<file path="config.mk">
export PLATFORM = sky130hd
export DESIGN_NAME = uart_status_rx_ctrl
export DESIGN_NICKNAME = d
export VERILOG_FILES = /design/src/uart_status_rx_ctrl.v
export VERILOG_INCLUDE_DIRS = /design/src
export SDC_FILE = /design/constraint.sdc
export NUM_CORES = 1
export LEC_CHECK = 0
export ABC_AREA = 1
export BUFFER_PORTS_ARGS = -buffer_cell sky130_fd_sc_hd__buf_4
export CAP_MARGIN = 15
export CELL_PAD_IN_SITES_DETAIL_PLACEMENT = 1
export CELL_PAD_IN_SITES_GLOBAL_PLACEMENT = 2
export CORE_MARGIN = 2
export CORE_UTILIZATION = 33
export DETAILED_ROUTE_END_ITERATION = 7
export PLACE_DENSITY_LB_ADDON = 0.1
export SLEW_MARGIN = 10
export SYNTH_ARGS = -nofsm -noshare
export SYNTH_HDL_FRONTEND = slang
export SYNTH_SLANG_ARGS = --single-unit
</file>
<file path="constraint.sdc">
create_clock -name clk_i -period 2 [get_ports clk_i]
set_input_delay 0.3 -clock clk_i [delete_from_list [all_inputs] [get_ports clk_i]]
set_output_delay 0.3 -clock clk_i [all_outputs]
set_load 0.02 [all_outputs]
</file>
<file path="src/uart_status_defines.vh">
`ifndef UART_STATUS_DEFINES_VH
`define UART_STATUS_DEFINES_VH

// register indices; byte address is four times the index
`define IDX_CONTROL 10'h098
`define IDX_BUFFER 10'h099
`define IDX_STATUS 10'h0ba
`define IDX_BAUD 10'h0bb

// serial_port_status fields
`define ST_DBL 7
`define ST_LATE 6
`define ST_SPLIT 5
`define ST_DBL_BUF_IRQ_SELECT 4
`define ST_FE 3
`define ST_BR 2
`define ST_OE 1
`define ST_STATUS_IRQ_ENABLE 0

// serial_port_control fields
`define CT_MHI 7
`define CT_MLO 6
`define CT_MP 5
`define CT_REN 4
`define CT_TB8 3
`define CT_RB8 2
`define CT_TI 1
`define CT_RI 0

// operating modes
`define MODE_SHIFT 2'b00
`define MODE_UART8 2'b01
`define MODE_UART9F 2'b10
`define MODE_UART9V 2'b11

// oversampling and frame positions
`define OVS_RATE 16
`define OVS_LAST 4'hf
`define SMP_A 4'h6
`define SMP_B 4'h7
`define SMP_C 4'h8
`define M0_RISE 4'h8
`define BIT_START 4'h0
`define BIT_EIGHT 4'h9
`define BIT_STOP9 4'ha
`define M0_LAST 3'h7
`define BRK_BITS 11

// reset values
`define RST_STATUS 8'h00
`define RST_CONTROL 8'h00
`define RST_BAUD 16'h0001

`endif

</file>
<file path="src/uart_status_rx_ctrl.v">
// Function
// - status_irq_enable lets frame, break or overrun flags request the serial interrupt.
// - a set rx_done_flag always requests the serial interrupt.
// - overrun_flag sets when bit 8 arrives while rx_done_flag is set.
// - break_flag sets after eleven consecutive low bit times on the line.
// - frame_err_flag sets when the stop bit is not a valid one.
// - with dbl_buf_irq_select, one extra transmit interrupt follows the last character.
// - double buffered write while the transmitter is idle interrupts immediately.
// - split_irq_select separates receive and transmit requests; resets to zero.
// - tx_irq_late moves transmit interrupt from stop start to stop end.
// - dbl_buf_enable selects double-buffer transmit interrupts; buffer writes queue either way; resets to zero.
// - mode 0 buffer write transmits, then sets tx_done_flag until cleared.
// - mode 0 clearing rx_done_flag with the receiver enabled starts reception; completion sets it again.
// - modes 1-3 oversample by sixteen; falling edge restarts the phase counter.
// - each bit is the majority of samples at states seven, eight, nine.
// - a start bit voting high is discarded and the search restarts.
// - mode 1 loads data and stop bit only if flags allow.
// - modes 2 and 3 load only if rx_done_flag clear and address qualifies.
// - modes 2 and 3 put ninth bit in rx_ninth_bit, eight in buffer.
// - mode_select bits pick shift register, 8-bit, 9-bit fixed, 9-bit variable.
// - after a break the receiver idles until high, reporting a framing error.
`timescale 1ns/10ps
`include "uart_status_defines.vh"

module uart_status_rx_ctrl #(
    parameter BAUD_W = 16
) (
    // clock and reset
    input wire clk_i,
    input wire rstn_i,
    // apb slave
    input wire psel_i,
    input wire penable_i,
    input wire pwrite_i,
    input wire [11:0] paddr_i,
    input wire [31:0] pwdata_i,
    output reg [31:0] prdata_o,
    output reg pready_o,
    output reg pslverr_o,
    // serial lines
    input wire rxd_i,
    output reg rxd_o,
    output reg rxd_oe_o,
    output reg txd_o,
    // interrupt requests
    output reg irq_rx_o,
    output reg irq_tx_o
);

    localparam RX_IDLE = 2'h0;
    localparam RX_RUN = 2'h1;
    localparam RX_BRK = 2'h2;
    localparam integer BRK_TICKS = `BRK_BITS * `OVS_RATE;
    localparam [7:0] BRK_LAST = BRK_TICKS[7:0] - 8'h01;

    // ****************************************
    // register state
    // ****************************************
    reg [7:0] status_q;
    reg [7:0] control_q;
    reg [BAUD_W-1:0] baud_q;
    reg [7:0] rx_data_q;

    // ****************************************
    // tick, transmitter, receiver state
    // ****************************************
    reg [BAUD_W-1:0] div_q;
    reg tick_q;
    reg tx_busy_q;
    reg [3:0] tx_bit_q;
    reg [3:0] tx_ph_q;
    reg [8:0] tx_sh_q;
    reg buf_full_q;
    reg [8:0] buf_q;
    reg txd_q;
    reg [1:0] rx_st_q;
    reg [3:0] rx_ph_q;
    reg [3:0] rx_bit_q;
    reg [7:0] rx_sh_q;
    reg smp_a_q;
    reg smp_b_q;
    reg rxd_prev_q;
    reg [7:0] brk_cnt_q;
    reg m0_busy_q;
    reg m0_tx_q;
    reg [2:0] m0_bit_q;
    reg [3:0] m0_ph_q;
    reg [7:0] m0_sh_q;

    // ****************************************
    // decode
    // ****************************************
    wire [1:0] mode = {control_q[`CT_MHI], control_q[`CT_MLO]};
    wire mode0 = (mode == `MODE_SHIFT);
    wire nine = (mode == `MODE_UART9F) || (mode == `MODE_UART9V);
    wire dbl = status_q[`ST_DBL];
    wire late = status_q[`ST_LATE];
    wire [9:0] idx = paddr_i[11:2];
    wire hit_ctl = (idx == `IDX_CONTROL);
    wire hit_buf = (idx == `IDX_BUFFER);
    wire hit_st = (idx == `IDX_STATUS);
    wire hit_baud = (idx == `IDX_BAUD);
    wire mapped = hit_ctl | hit_buf | hit_st | hit_baud;
    // write takes effect at the edge where pready is seen high
    wire wr_en = psel_i & penable_i & pready_o & pwrite_i & mapped;
    wire wr_ctl = wr_en & hit_ctl;
    wire wr_buf = wr_en & hit_buf;
    wire wr_st = wr_en & hit_st;

    // ****************************************
    // transmitter events
    // ****************************************
    wire [3:0] tx_stop = nine ? `BIT_STOP9 : `BIT_EIGHT;
    wire tx_adv = tick_q & tx_busy_q & (tx_ph_q == `OVS_LAST);
    wire tx_end = tx_adv & (tx_bit_q == tx_stop);
    wire tx_begin = tx_adv & (tx_bit_q == tx_stop - 4'h1);
    wire tx_pt = late ? tx_end : tx_begin;
    wire tx_load = buf_full_q & (~tx_busy_q | tx_end);
    wire m0_adv = tick_q & m0_busy_q & (m0_ph_q == `OVS_LAST);
    wire m0_done = m0_adv & (m0_bit_q == `M0_LAST);

    // one interrupt per character, plus a final one when the buffer ran dry and dbl_buf_irq_select is set
    wire tx_set = (m0_done & m0_tx_q)
        | (dbl & ~tx_busy_q & buf_full_q)
        | (tx_pt & (~dbl | buf_full_q | status_q[`ST_DBL_BUF_IRQ_SELECT]));

    // ****************************************
    // receiver events
    // ****************************************
    wire rx_act = control_q[`CT_REN] & ~mode0;
    wire fall = tick_q & rxd_prev_q & ~rxd_i;
    wire vote_t = tick_q & (rx_st_q == RX_RUN) & (rx_ph_q == `SMP_C);
    wire voted = (smp_a_q & smp_b_q) | (smp_a_q & rxd_i) | (smp_b_q & rxd_i);
    wire brk_hit = tick_q & rx_act & ~rxd_i & (brk_cnt_q == BRK_LAST);
    wire at_eight = vote_t & (rx_bit_q == `BIT_EIGHT);
    wire at_stop = vote_t & (rx_bit_q == (nine ? `BIT_STOP9 : `BIT_EIGHT));
    // mode 1 stop bit or modes 2/3 ninth bit decides whether the frame is kept
    wire rx_ok = ~control_q[`CT_RI] & (~control_q[`CT_MP] | voted);
    wire rx_load = at_eight & rx_ok & ~brk_hit;
    wire m0_rx_done = m0_done & ~m0_tx_q;
    wire rx_set = rx_load | m0_rx_done;
    wire fe_set = (at_stop & ~voted) | brk_hit;
    wire oe_set = at_eight & control_q[`CT_RI];
    // judged on the mode being written: leaving mode 0 must not start a shift transfer
    wire m0_rx_go = wr_ctl & ({pwdata_i[`CT_MHI], pwdata_i[`CT_MLO]} == `MODE_SHIFT)
        & ~pwdata_i[`CT_RI] & pwdata_i[`CT_REN] & ~m0_busy_q;

    // ****************************************
    // registers
    // ****************************************
    reg [7:0] status_d;
    reg [7:0] control_d;
    always @* begin
        status_d = status_q;
        if (wr_st) begin
            status_d[`ST_DBL] = pwdata_i[`ST_DBL];
            status_d[`ST_LATE] = pwdata_i[`ST_LATE];
            status_d[`ST_SPLIT] = pwdata_i[`ST_SPLIT];
            status_d[`ST_DBL_BUF_IRQ_SELECT] = pwdata_i[`ST_DBL_BUF_IRQ_SELECT];
            status_d[`ST_STATUS_IRQ_ENABLE] = pwdata_i[`ST_STATUS_IRQ_ENABLE];
            // writing one keeps the flag, zero clears it
            status_d[`ST_FE] = status_q[`ST_FE] & pwdata_i[`ST_FE];
            status_d[`ST_BR] = status_q[`ST_BR] & pwdata_i[`ST_BR];
            status_d[`ST_OE] = status_q[`ST_OE] & pwdata_i[`ST_OE];
        end
        // set wins over a clear in the same cycle
        status_d[`ST_FE] = status_d[`ST_FE] | fe_set;
        status_d[`ST_BR] = status_d[`ST_BR] | brk_hit;
        status_d[`ST_OE] = status_d[`ST_OE] | oe_set;
        control_d = control_q;
        if (wr_ctl) begin
            control_d = pwdata_i[7:0];
        end
        if (rx_load) begin
            control_d[`CT_RB8] = voted;
        end
        control_d[`CT_TI] = control_d[`CT_TI] | tx_set;
        control_d[`CT_RI] = control_d[`CT_RI] | rx_set;
    end

    always @(posedge clk_i) begin
        if (!rstn_i) begin
            status_q <= `RST_STATUS;
            control_q <= `RST_CONTROL;
            baud_q <= `RST_BAUD;
            rx_data_q <= 8'h00;
        end else begin
            status_q <= status_d;
            control_q <= control_d;
            if (wr_en & hit_baud) begin
                baud_q <= pwdata_i[BAUD_W-1:0];
            end
            if (rx_load) begin
                rx_data_q <= rx_sh_q;
            end else if (m0_rx_done) begin
                rx_data_q <= m0_sh_q;
            end
        end
    end

    // ****************************************
    // apb response
    // ****************************************
    reg [31:0] rd_d;
    always @* begin
        rd_d = 32'h0000_0000;
        case (1'b1)
            hit_ctl: rd_d[7:0] = control_q;
            hit_buf: rd_d[7:0] = rx_data_q;
            hit_st: rd_d[7:0] = status_q;
            hit_baud: rd_d[BAUD_W-1:0] = baud_q;
            default: rd_d = 32'h0000_0000;
        endcase
    end

    always @(posedge clk_i) begin
        if (!rstn_i) begin
            pready_o <= 1'b0;
            pslverr_o <= 1'b0;
            prdata_o <= 32'h0000_0000;
        end else begin
            // one wait state: pready rises in the second access cycle
            pready_o <= psel_i & penable_i & ~pready_o;
            pslverr_o <= psel_i & penable_i & ~pready_o & ~mapped;
            if (psel_i & penable_i & ~pready_o) begin
                prdata_o <= rd_d;
            end
        end
    end

    // ****************************************
    // oversampling tick
    // ****************************************
    always @(posedge clk_i) begin
        if (!rstn_i) begin
            div_q <= {BAUD_W{1'b0}};
            tick_q <= 1'b0;
        end else if (div_q == {BAUD_W{1'b0}}) begin
            div_q <= baud_q - {{(BAUD_W-1){1'b0}}, 1'b1};
            tick_q <= 1'b1;
        end else begin
            div_q <= div_q - {{(BAUD_W-1){1'b0}}, 1'b1};
            tick_q <= 1'b0;
        end
    end

    // ****************************************
    // transmitter, modes 1 to 3
    // ****************************************
    always @(posedge clk_i) begin
        if (!rstn_i) begin
            tx_busy_q <= 1'b0;
            tx_bit_q <= `BIT_START;
            tx_ph_q <= 4'h0;
            tx_sh_q <= 9'h000;
            buf_full_q <= 1'b0;
            buf_q <= 9'h000;
            txd_q <= 1'b1;
        end else begin
            if (tx_load) begin
                tx_busy_q <= 1'b1;
                tx_bit_q <= `BIT_START;
                tx_ph_q <= 4'h0;
                tx_sh_q <= buf_q;
            end else if (tx_end) begin
                tx_busy_q <= 1'b0;
            end else if (tx_adv) begin
                tx_bit_q <= tx_bit_q + 4'h1;
                tx_ph_q <= 4'h0;
                if (tx_bit_q != `BIT_START) begin
                    tx_sh_q <= {1'b0, tx_sh_q[8:1]};
                end
            end else if (tick_q & tx_busy_q) begin
                tx_ph_q <= tx_ph_q + 4'h1;
            end
            // buffer write outside mode 0 queues; the ninth bit travels with it
            if (wr_buf & ~mode0) begin
                buf_full_q <= 1'b1;
                buf_q <= {control_q[`CT_TB8], pwdata_i[7:0]};
            end else if (tx_load) begin
                buf_full_q <= 1'b0;
            end
            if (~tx_busy_q) begin
                txd_q <= 1'b1;
            end else if (tx_bit_q == `BIT_START) begin
                txd_q <= 1'b0;
            end else if (tx_bit_q == tx_stop) begin
                txd_q <= 1'b1;
            end else begin
                txd_q <= tx_sh_q[0];
            end
        end
    end

    // ****************************************
    // receiver, modes 1 to 3
    // ****************************************
    always @(posedge clk_i) begin
        if (!rstn_i) begin
            rx_st_q <= RX_IDLE;
            rx_ph_q <= 4'h0;
            rx_bit_q <= `BIT_START;
            rx_sh_q <= 8'h00;
            smp_a_q <= 1'b1;
            smp_b_q <= 1'b1;
            rxd_prev_q <= 1'b1;
            brk_cnt_q <= 8'h00;
        end else begin
            if (tick_q) begin
                rxd_prev_q <= rxd_i;
                if (rx_act & ~rxd_i & (brk_cnt_q != BRK_LAST)) begin
                    brk_cnt_q <= brk_cnt_q + 8'h01;
                end else if (rxd_i | ~rx_act) begin
                    brk_cnt_q <= 8'h00;
                end
            end
            if (brk_hit) begin
                rx_st_q <= RX_BRK;
            end else begin
                case (rx_st_q)
                    RX_IDLE: begin
                        if (rx_act & fall) begin
                            rx_st_q <= RX_RUN;
                            rx_ph_q <= 4'h0;
                            rx_bit_q <= `BIT_START;
                        end
                    end
                    RX_RUN: begin
                        if (~rx_act) begin
                            rx_st_q <= RX_IDLE;
                        end else if (tick_q) begin
                            rx_ph_q <= rx_ph_q + 4'h1;
                            if (rx_ph_q == `OVS_LAST) begin
                                rx_bit_q <= rx_bit_q + 4'h1;
                            end
                            if (rx_ph_q == `SMP_A) begin
                                smp_a_q <= rxd_i;
                            end
                            if (rx_ph_q == `SMP_B) begin
                                smp_b_q <= rxd_i;
                            end
                        end
                        if (vote_t) begin
                            if ((rx_bit_q == `BIT_START) & voted) begin
                                rx_st_q <= RX_IDLE;
                            end else if (at_stop) begin
                                rx_st_q <= RX_IDLE;
                            end else if (rx_bit_q != `BIT_START && rx_bit_q != `BIT_EIGHT) begin
                                rx_sh_q <= {voted, rx_sh_q[7:1]};
                            end
                        end
                    end
                    RX_BRK: begin
                        if (tick_q & rxd_i) begin
                            rx_st_q <= RX_IDLE;
                        end
                    end
                    default: rx_st_q <= RX_IDLE;
                endcase
            end
        end
    end

    // ****************************************
    // shift-register mode 0
    // ****************************************
    always @(posedge clk_i) begin
        if (!rstn_i) begin
            m0_busy_q <= 1'b0;
            m0_tx_q <= 1'b0;
            m0_bit_q <= 3'h0;
            m0_ph_q <= 4'h0;
            m0_sh_q <= 8'h00;
        end else if (~m0_busy_q) begin
            m0_bit_q <= 3'h0;
            m0_ph_q <= 4'h0;
            if (wr_buf & mode0) begin
                m0_busy_q <= 1'b1;
                m0_tx_q <= 1'b1;
                m0_sh_q <= pwdata_i[7:0];
            end else if (m0_rx_go) begin
                m0_busy_q <= 1'b1;
                m0_tx_q <= 1'b0;
            end
        end else if (tick_q) begin
            m0_ph_q <= m0_ph_q + 4'h1;
            if (~m0_tx_q && m0_ph_q == `M0_RISE) begin
                m0_sh_q <= {rxd_i, m0_sh_q[7:1]};
            end
            if (m0_ph_q == `OVS_LAST) begin
                m0_bit_q <= m0_bit_q + 3'h1;
                if (m0_tx_q) begin
                    m0_sh_q <= {1'b0, m0_sh_q[7:1]};
                end
                if (m0_bit_q == `M0_LAST) begin
                    m0_busy_q <= 1'b0;
                end
            end
        end
    end

    // ****************************************
    // pins and interrupt requests
    // ****************************************
    wire stat_req = status_q[`ST_STATUS_IRQ_ENABLE]
        & (status_q[`ST_FE] | status_q[`ST_BR] | status_q[`ST_OE]);
    always @(posedge clk_i) begin
        if (!rstn_i) begin
            txd_o <= 1'b1;
            rxd_o <= 1'b1;
            rxd_oe_o <= 1'b0;
            irq_rx_o <= 1'b0;
            irq_tx_o <= 1'b0;
        end else begin
            // mode 0 drives the shift clock low in the first half of each bit
            txd_o <= mode0 ? (~m0_busy_q | m0_ph_q[3]) : txd_q;
            rxd_o <= m0_sh_q[0];
            rxd_oe_o <= mode0 & m0_busy_q & m0_tx_q;
            if (status_q[`ST_SPLIT]) begin
                irq_rx_o <= control_q[`CT_RI] | stat_req;
                irq_tx_o <= control_q[`CT_TI];
            end else begin
                irq_rx_o <= control_q[`CT_RI] | control_q[`CT_TI] | stat_req;
                irq_tx_o <= 1'b0;
            end
        end
    end

endmodule // uart_status_rx_ctrl

</file>
Word level (Yosys, flattened, before mapping)
Index checks and enable logic that the tools add are counted.
Word-level totals
  bits in registers: 155
  output and inout bits: 39
  input bits: 50
  word-level logic and storage cells: 285
Operators by class
  mux-type cells: 63
  reduce and logical (&&, ||, !) cells: 41
  eq/ne operators: 32
  $add $sub $neg: 10
  bitwise gates (word level): 101
Operator list (count)
  8-bit two-way mux: 18
  1-bit AND: 58
  10-bit by 8-bit equality test with 1-bit output (second input constant): 4
  4-bit two-way mux: 9
  9-bit two-way mux: 4
  16-bit by 1-bit subtractor with 16-bit output (second input constant): 2
  1-bit bitwise OR: 25
  4-bit equality test (second input constant): 6
  2-bit AND reduction: 11
  2-bit nonzero test: 11
  4-bit by 1-bit adder with 4-bit output (second input constant): 5
  1-bit two-way mux: 19
  1-bit NOT: 18
  16-bit logical NOT: 1
  16-bit two-way mux: 1
  2-bit two-way mux: 8
  4-bit case mux with 2 select lines: 2
  5-bit AND reduction: 3
  4-bit equality test: 3
  6-bit AND reduction: 2
  2-bit inequality test (second input constant): 5
  8-bit by 1-bit adder with 8-bit output (second input constant): 1
  4-bit by 3-bit equality test with 1-bit output (second input constant): 2
  8-bit equality test (second input constant): 1
  18 further kinds: 28

Longest topological paths before layout
  depth after elaboration: 13
  gate-level depth with buffers: 14

Least setup slack after synthesis
Ideal clock, no wire load.
  path type: register to register
  start: register div_q[11]
  end: register div_q[12]
  library setup time: 0.115 ns
  required time: 1.885 ns
  path slack: 0.178 ns
  cell stages (with the launch flop): 14
  arrival time: 1.707 ns
  clock period less this slack: 1.822 ns
  cell sequence: dfxtp_1 > nor2_1 > nand2_1 > nor2_2 > nand2_2 > buf_6 > nor2_2 > nor2_2 > ha_1 > and2_1 > nand2_2 > nor2_4 > a21oi_1 > nor2_1
Between the ends
  longest elaborated chain between the ends: 2
  elaborated cells on any way between the ends: 3
  those cells by class: add/sub (1); mux (1); reduce/logical (1)
RTL lines
  from (decl): line uart_status_rx_ctrl.v:67  | reg [BAUD_W-1:0] div_q;
  from (signal assigned): line uart_status_rx_ctrl.v:236  | div_q <= {BAUD_W{1'b0}};
  from (signal assigned): line uart_status_rx_ctrl.v:239  | div_q <= baud_q - {{(BAUD_W-1){1'b0}}, 1'b1};
  from (signal assigned): line uart_status_rx_ctrl.v:242  | div_q <= div_q - {{(BAUD_W-1){1'b0}}, 1'b1};
  16-bit by 1-bit subtractor with 16-bit output or 16-bit logical NOT (tied branches): line uart_status_rx_ctrl.v:242, uart_status_rx_ctrl.v:238
  16-bit two-way mux *: line uart_status_rx_ctrl.v:238  | end else if (div_q == {BAUD_W{1'b0}}) begin
Mark *: on every way between the ends. The rest lies on a longest branch, timed or not.
A chain may end at the register's enable or synchronous reset.

Worst setup path after layout
  start: register rx_ph_q[0]
  end: register rx_data_q[4]
Between the ends
  longest elaborated chain between the ends: 6
  elaborated cells on any way between the ends: 7
  those cells by class: eq/ne (1); mux (1); bitwise (4); reduce/logical (1)
RTL lines
  from (decl): line uart_status_rx_ctrl.v:77  | reg [3:0] rx_ph_q;
  from (signal assigned): line uart_status_rx_ctrl.v:332  | rx_ph_q <= rx_ph_q + 4'h1;
  4-bit equality test (no source line) *
  1-bit AND *: line uart_status_rx_ctrl.v:132  | wire vote_t = tick_q & (rx_st_q == RX_RUN) & (rx_ph_q == `SMP_C);
  1-bit AND *: line uart_status_rx_ctrl.v:135  | wire at_eight = vote_t & (rx_bit_q == `BIT_EIGHT);
  1-bit AND * (2 in series): line uart_status_rx_ctrl.v:139  | wire rx_load = at_eight & rx_ok & ~brk_hit;
  8-bit two-way mux or 2-bit nonzero test (tied branches)
  to (signal assigned): line uart_status_rx_ctrl.v:194  | rx_data_q <= rx_sh_q;
  to (signal assigned): line uart_status_rx_ctrl.v:196  | rx_data_q <= m0_sh_q;
  to (decl): line uart_status_rx_ctrl.v:62  | reg [7:0] rx_data_q;
Marks and branches as above.

==> out/qor.txt <==
Buffers from clock root to sink, at most - 2
Internal - 5.85 mW
Register area share after synthesis - 40.8%
Post-synth top flop - dfxtp_1
Pleak - 3.80 nW
Synth Warn # - 0
Final ANT Viol Nets - 0
I/O Buffers - 54
Gate power share - 28.5%
Vias - 7132
Synth Area in Adders - 2.47%
Sw Pwr - 3.18 mW
Post-synthesis compound-gate area fraction - 16.6%
Setup Skew - 0.00902 ns
WS Path Type - reg2reg
Core area - 22600 sq um
Synth unique cells - 50
Initial core utilization - 33.6%
Number of global-route vias before repair - 7013
Htree depth - 4
Post-DR vias/cell - 4.86
Crit-path max cell delay - 0.31 ns
Setup crit start kind - register
Clock Power Share - 34.6%
Achievable frequency - 545 MHz
PnR worst setup slack - 0.166 ns
Pin count of the biggest net entering global routing - 45
Crit-path max FO - 8
Post-Synth XOR/XNOR Area - 0.921%
Net Sw Frac - 35.2%
CP most frequent cell - nand2_1
Dpl cells - 1432
Slew margin rel. - 61.3%
Mux cell area share after synthesis - 0%
Mapped Area - 7610 sq um
Power, Total - 9.03 mW
Root buffer cell - clkbuf_16
# nets final - 1234
Pre-CTS setup slack - 0.0529 ns
Worst-path clk slew - 0.07 ns
Final period util - 91.7%
CP max-delay cell - dfxtp_1
Num CTS Buffers - 17
Global route overflow - 0
WP buf/inv - 2
Multi-input logic area - 3800 sq um
Worst skew pair latency - 0.43 ns
Peak VDD IR - 0.620 mV
Initial antenna violation count - 0
DRT Pass-1 Iters - 4
Hold Vio Cnt, Final - 0
Initial drt markers - 269
Post-Synth Simple-Gate Area - 28.6%
Data required time of the worst path - 2.36 ns
Seq pwr share - 36.8%
Final setup violation count - 0
Post-route DRC - 0
Slew Limit Fails - 0
Tmin final - 1.83 ns
Post-synth EDFFs - 0
GRT Total Usage - 19.4%
Row count - 55
Post-synthesis async set-or-reset flop share - 0%
Pwr dens - 989 nW/um^2
CTS tree - done
Drt wl/cell - 15.5 microns
Die Footprint - 24300 sq um
Mean post-synth cell area - 7.05 sq um
Worst Tran Pin Value - 0.574 ns
Min-Delay Path Class - in2reg
GP Congestion - 0.781
Ant. Diodes - 0
Setup_tns - 0 ns
Vert. Die Dim - 156 microns
Yosys reg bits - 155
Sink Count - 155
Max-cap check violation count - 0
Cell taking the most area after synthesis - dfxtp_1
Largest cells by area after synthesis - dfxtp_1 41%, nand2_1 9.5%, nor2_1 7.2%
Critical Path AT - 2.19 ns
Critical-path cell list - inv_1 > ha_1 > nand2_1 > nor3_1 > nand2_1 > nor2_2 > nand3_1 > nor2_2 > buf_4 > nand2_1 > a31oi_1
Final non-filler cell total - 1467
Layout area overhead - 20.0%
First-pass GRT wire length - 37000 microns
Syn Inst Count - 1080
Worst setup EP type - register
Status - finished, final reports clean
Most frequent cells in the layout - 193 x nand2_1, 153 x dfxtp_1, 143 x nor2_1
Routed WL - 22700 microns
Share of Yosys cell area claimed by the top area cell type - 40.8%
Die Span X - 156 microns
Most common cell after layout, fill and taps aside - nand2_1
Share of layout cells above drive strength 1 - 17.2%
Ports - 89
Top delay family on crit path - simple AND/OR/NAND/NOR gates
HPWL after detailed placement - 16800 microns
Fill cells - 2885
Sequential standard cell area - 3110 sq um
Largest family of logic cells by synthesized area - simple AND/OR/NAND/NOR gates
-- through the flow --
stage	util, %	instance area, sq um	hold WS [ns]
after floorplan	-	7670	0.406
after global placement	37.5	8500	0.443
after detailed placement	37.5	8500	0.443
after CTS	40.0	9050	0.113
after global routing	40.3	9130	0.130
final	40.3	9130	0.131
-- cell families (layout without fill, tap and decap cells) --
| group | after synthesis | after routing |
|---|---|---|
| xor gates and xnor gates | 8 | 8 |
| DFF | 155 | 155 |
| adders and majority gates | 15 | 15 |
| AOI/OAI and AO/OA | 233 | 233 |
| other | 1 | 16 |
| buffers and inverters | 182 | 268 |
| and+or+nand+nor | 486 | 487 |
-- cell usage after synthesis (6+ instances only) --
library cell / count
buf_4: 20
nand3_1: 71
clkbuf_1: 17
ha_1: 15
nand2_2: 12
nor2_1: 145
nand4_1: 9
nor3_1: 16
nand2_1: 193
inv_2: 8
a31oi_1: 21
nor2_2: 15
o21ai_0: 94
nor2_4: 8
inv_1: 124
xor2_1: 6
a21oi_1: 91
dfxtp_1: 155
-- state kept, by name, summed over array words and instances (netlist names), 2 cells and up --
name and cells:
baud_q 16, rx_st_q 2, tx_bit_q 4, rx_bit_q 4, div_q 16, control_q 8
prdata_o 16, rx_sh_q 8, tx_sh_q 9, status_q 8, rx_ph_q 4, brk_cnt_q 8
m0_ph_q 4, m0_bit_q 3, rx_data_q 8, tx_ph_q 4, buf_q 9, m0_sh_q 8
-- power by group through the flow --
stage               Clock [mW]  Sequential, mW  Combinational, mW
floorplan                    0            3.38               1.92
detailed placement           0            3.39               2.51
CTS                       3.23            3.32               2.52
global placement             0            3.39               2.48
global route              3.35            3.34               2.95
finish                    3.13            3.33               2.58
-- repair_timing --
action | in CTS | in global routing
setup endpoints to repair | 0 | 25
setup buffers | 0 | 2
resized for setup | 0 | 12
hold buffers | 0 | 0
-- cell type report --
type | count | area share (%)
Tap cell | 285 | 3.91
Clock buffer | 17 | 4.66
Multi-Input combinational cell | 759 | 41.6
Clock inverter | 15 | 1.38
Inverter | 134 | 5.52
Timing Repair Buffer | 102 | 8.88
Sequential cell | 155 | 34.0
-- metal layers --
| layer | GRT usage [%] | part of all wire [%] |
|---|---|---|
| met1 | 25.1 | 48 |
| met3 | 2.83 | 2.4 |
| met5 | 0 | 0 |
| met4 | 5.72 | 1.5 |
| met2 | 33.7 | 48 |
-- path summary, 6_finish.rpt --
kind                       startpoint                   endpoint  slack (ns)  cells after the start
min reg2reg  status_q[5]$_SDFFE_PN0N_        irq_tx_o$_SDFF_PN0_        0.45                      2
min                            rstn_i           txd_q$_SDFF_PN1_        0.13                      2
max           rx_ph_q[0]$_SDFFE_PN0P_  rx_data_q[4]$_SDFFE_PN0P_        0.17                     11
max reg2reg   rx_ph_q[0]$_SDFFE_PN0P_  rx_data_q[4]$_SDFFE_PN0P_        0.17                     11
-- worst reg2reg max path, delay by kind of cell, from the launching register on --
kind	cells	cell delay [ns]
DFF	1	0.31
buffers and inverters	2	0.29
and+or+nand+nor	7	0.84
adders and majority gates	1	0.16
AOI/OAI and AO/OA	1	0.16
Note: power is estimated with default switching activity, not from simulation.
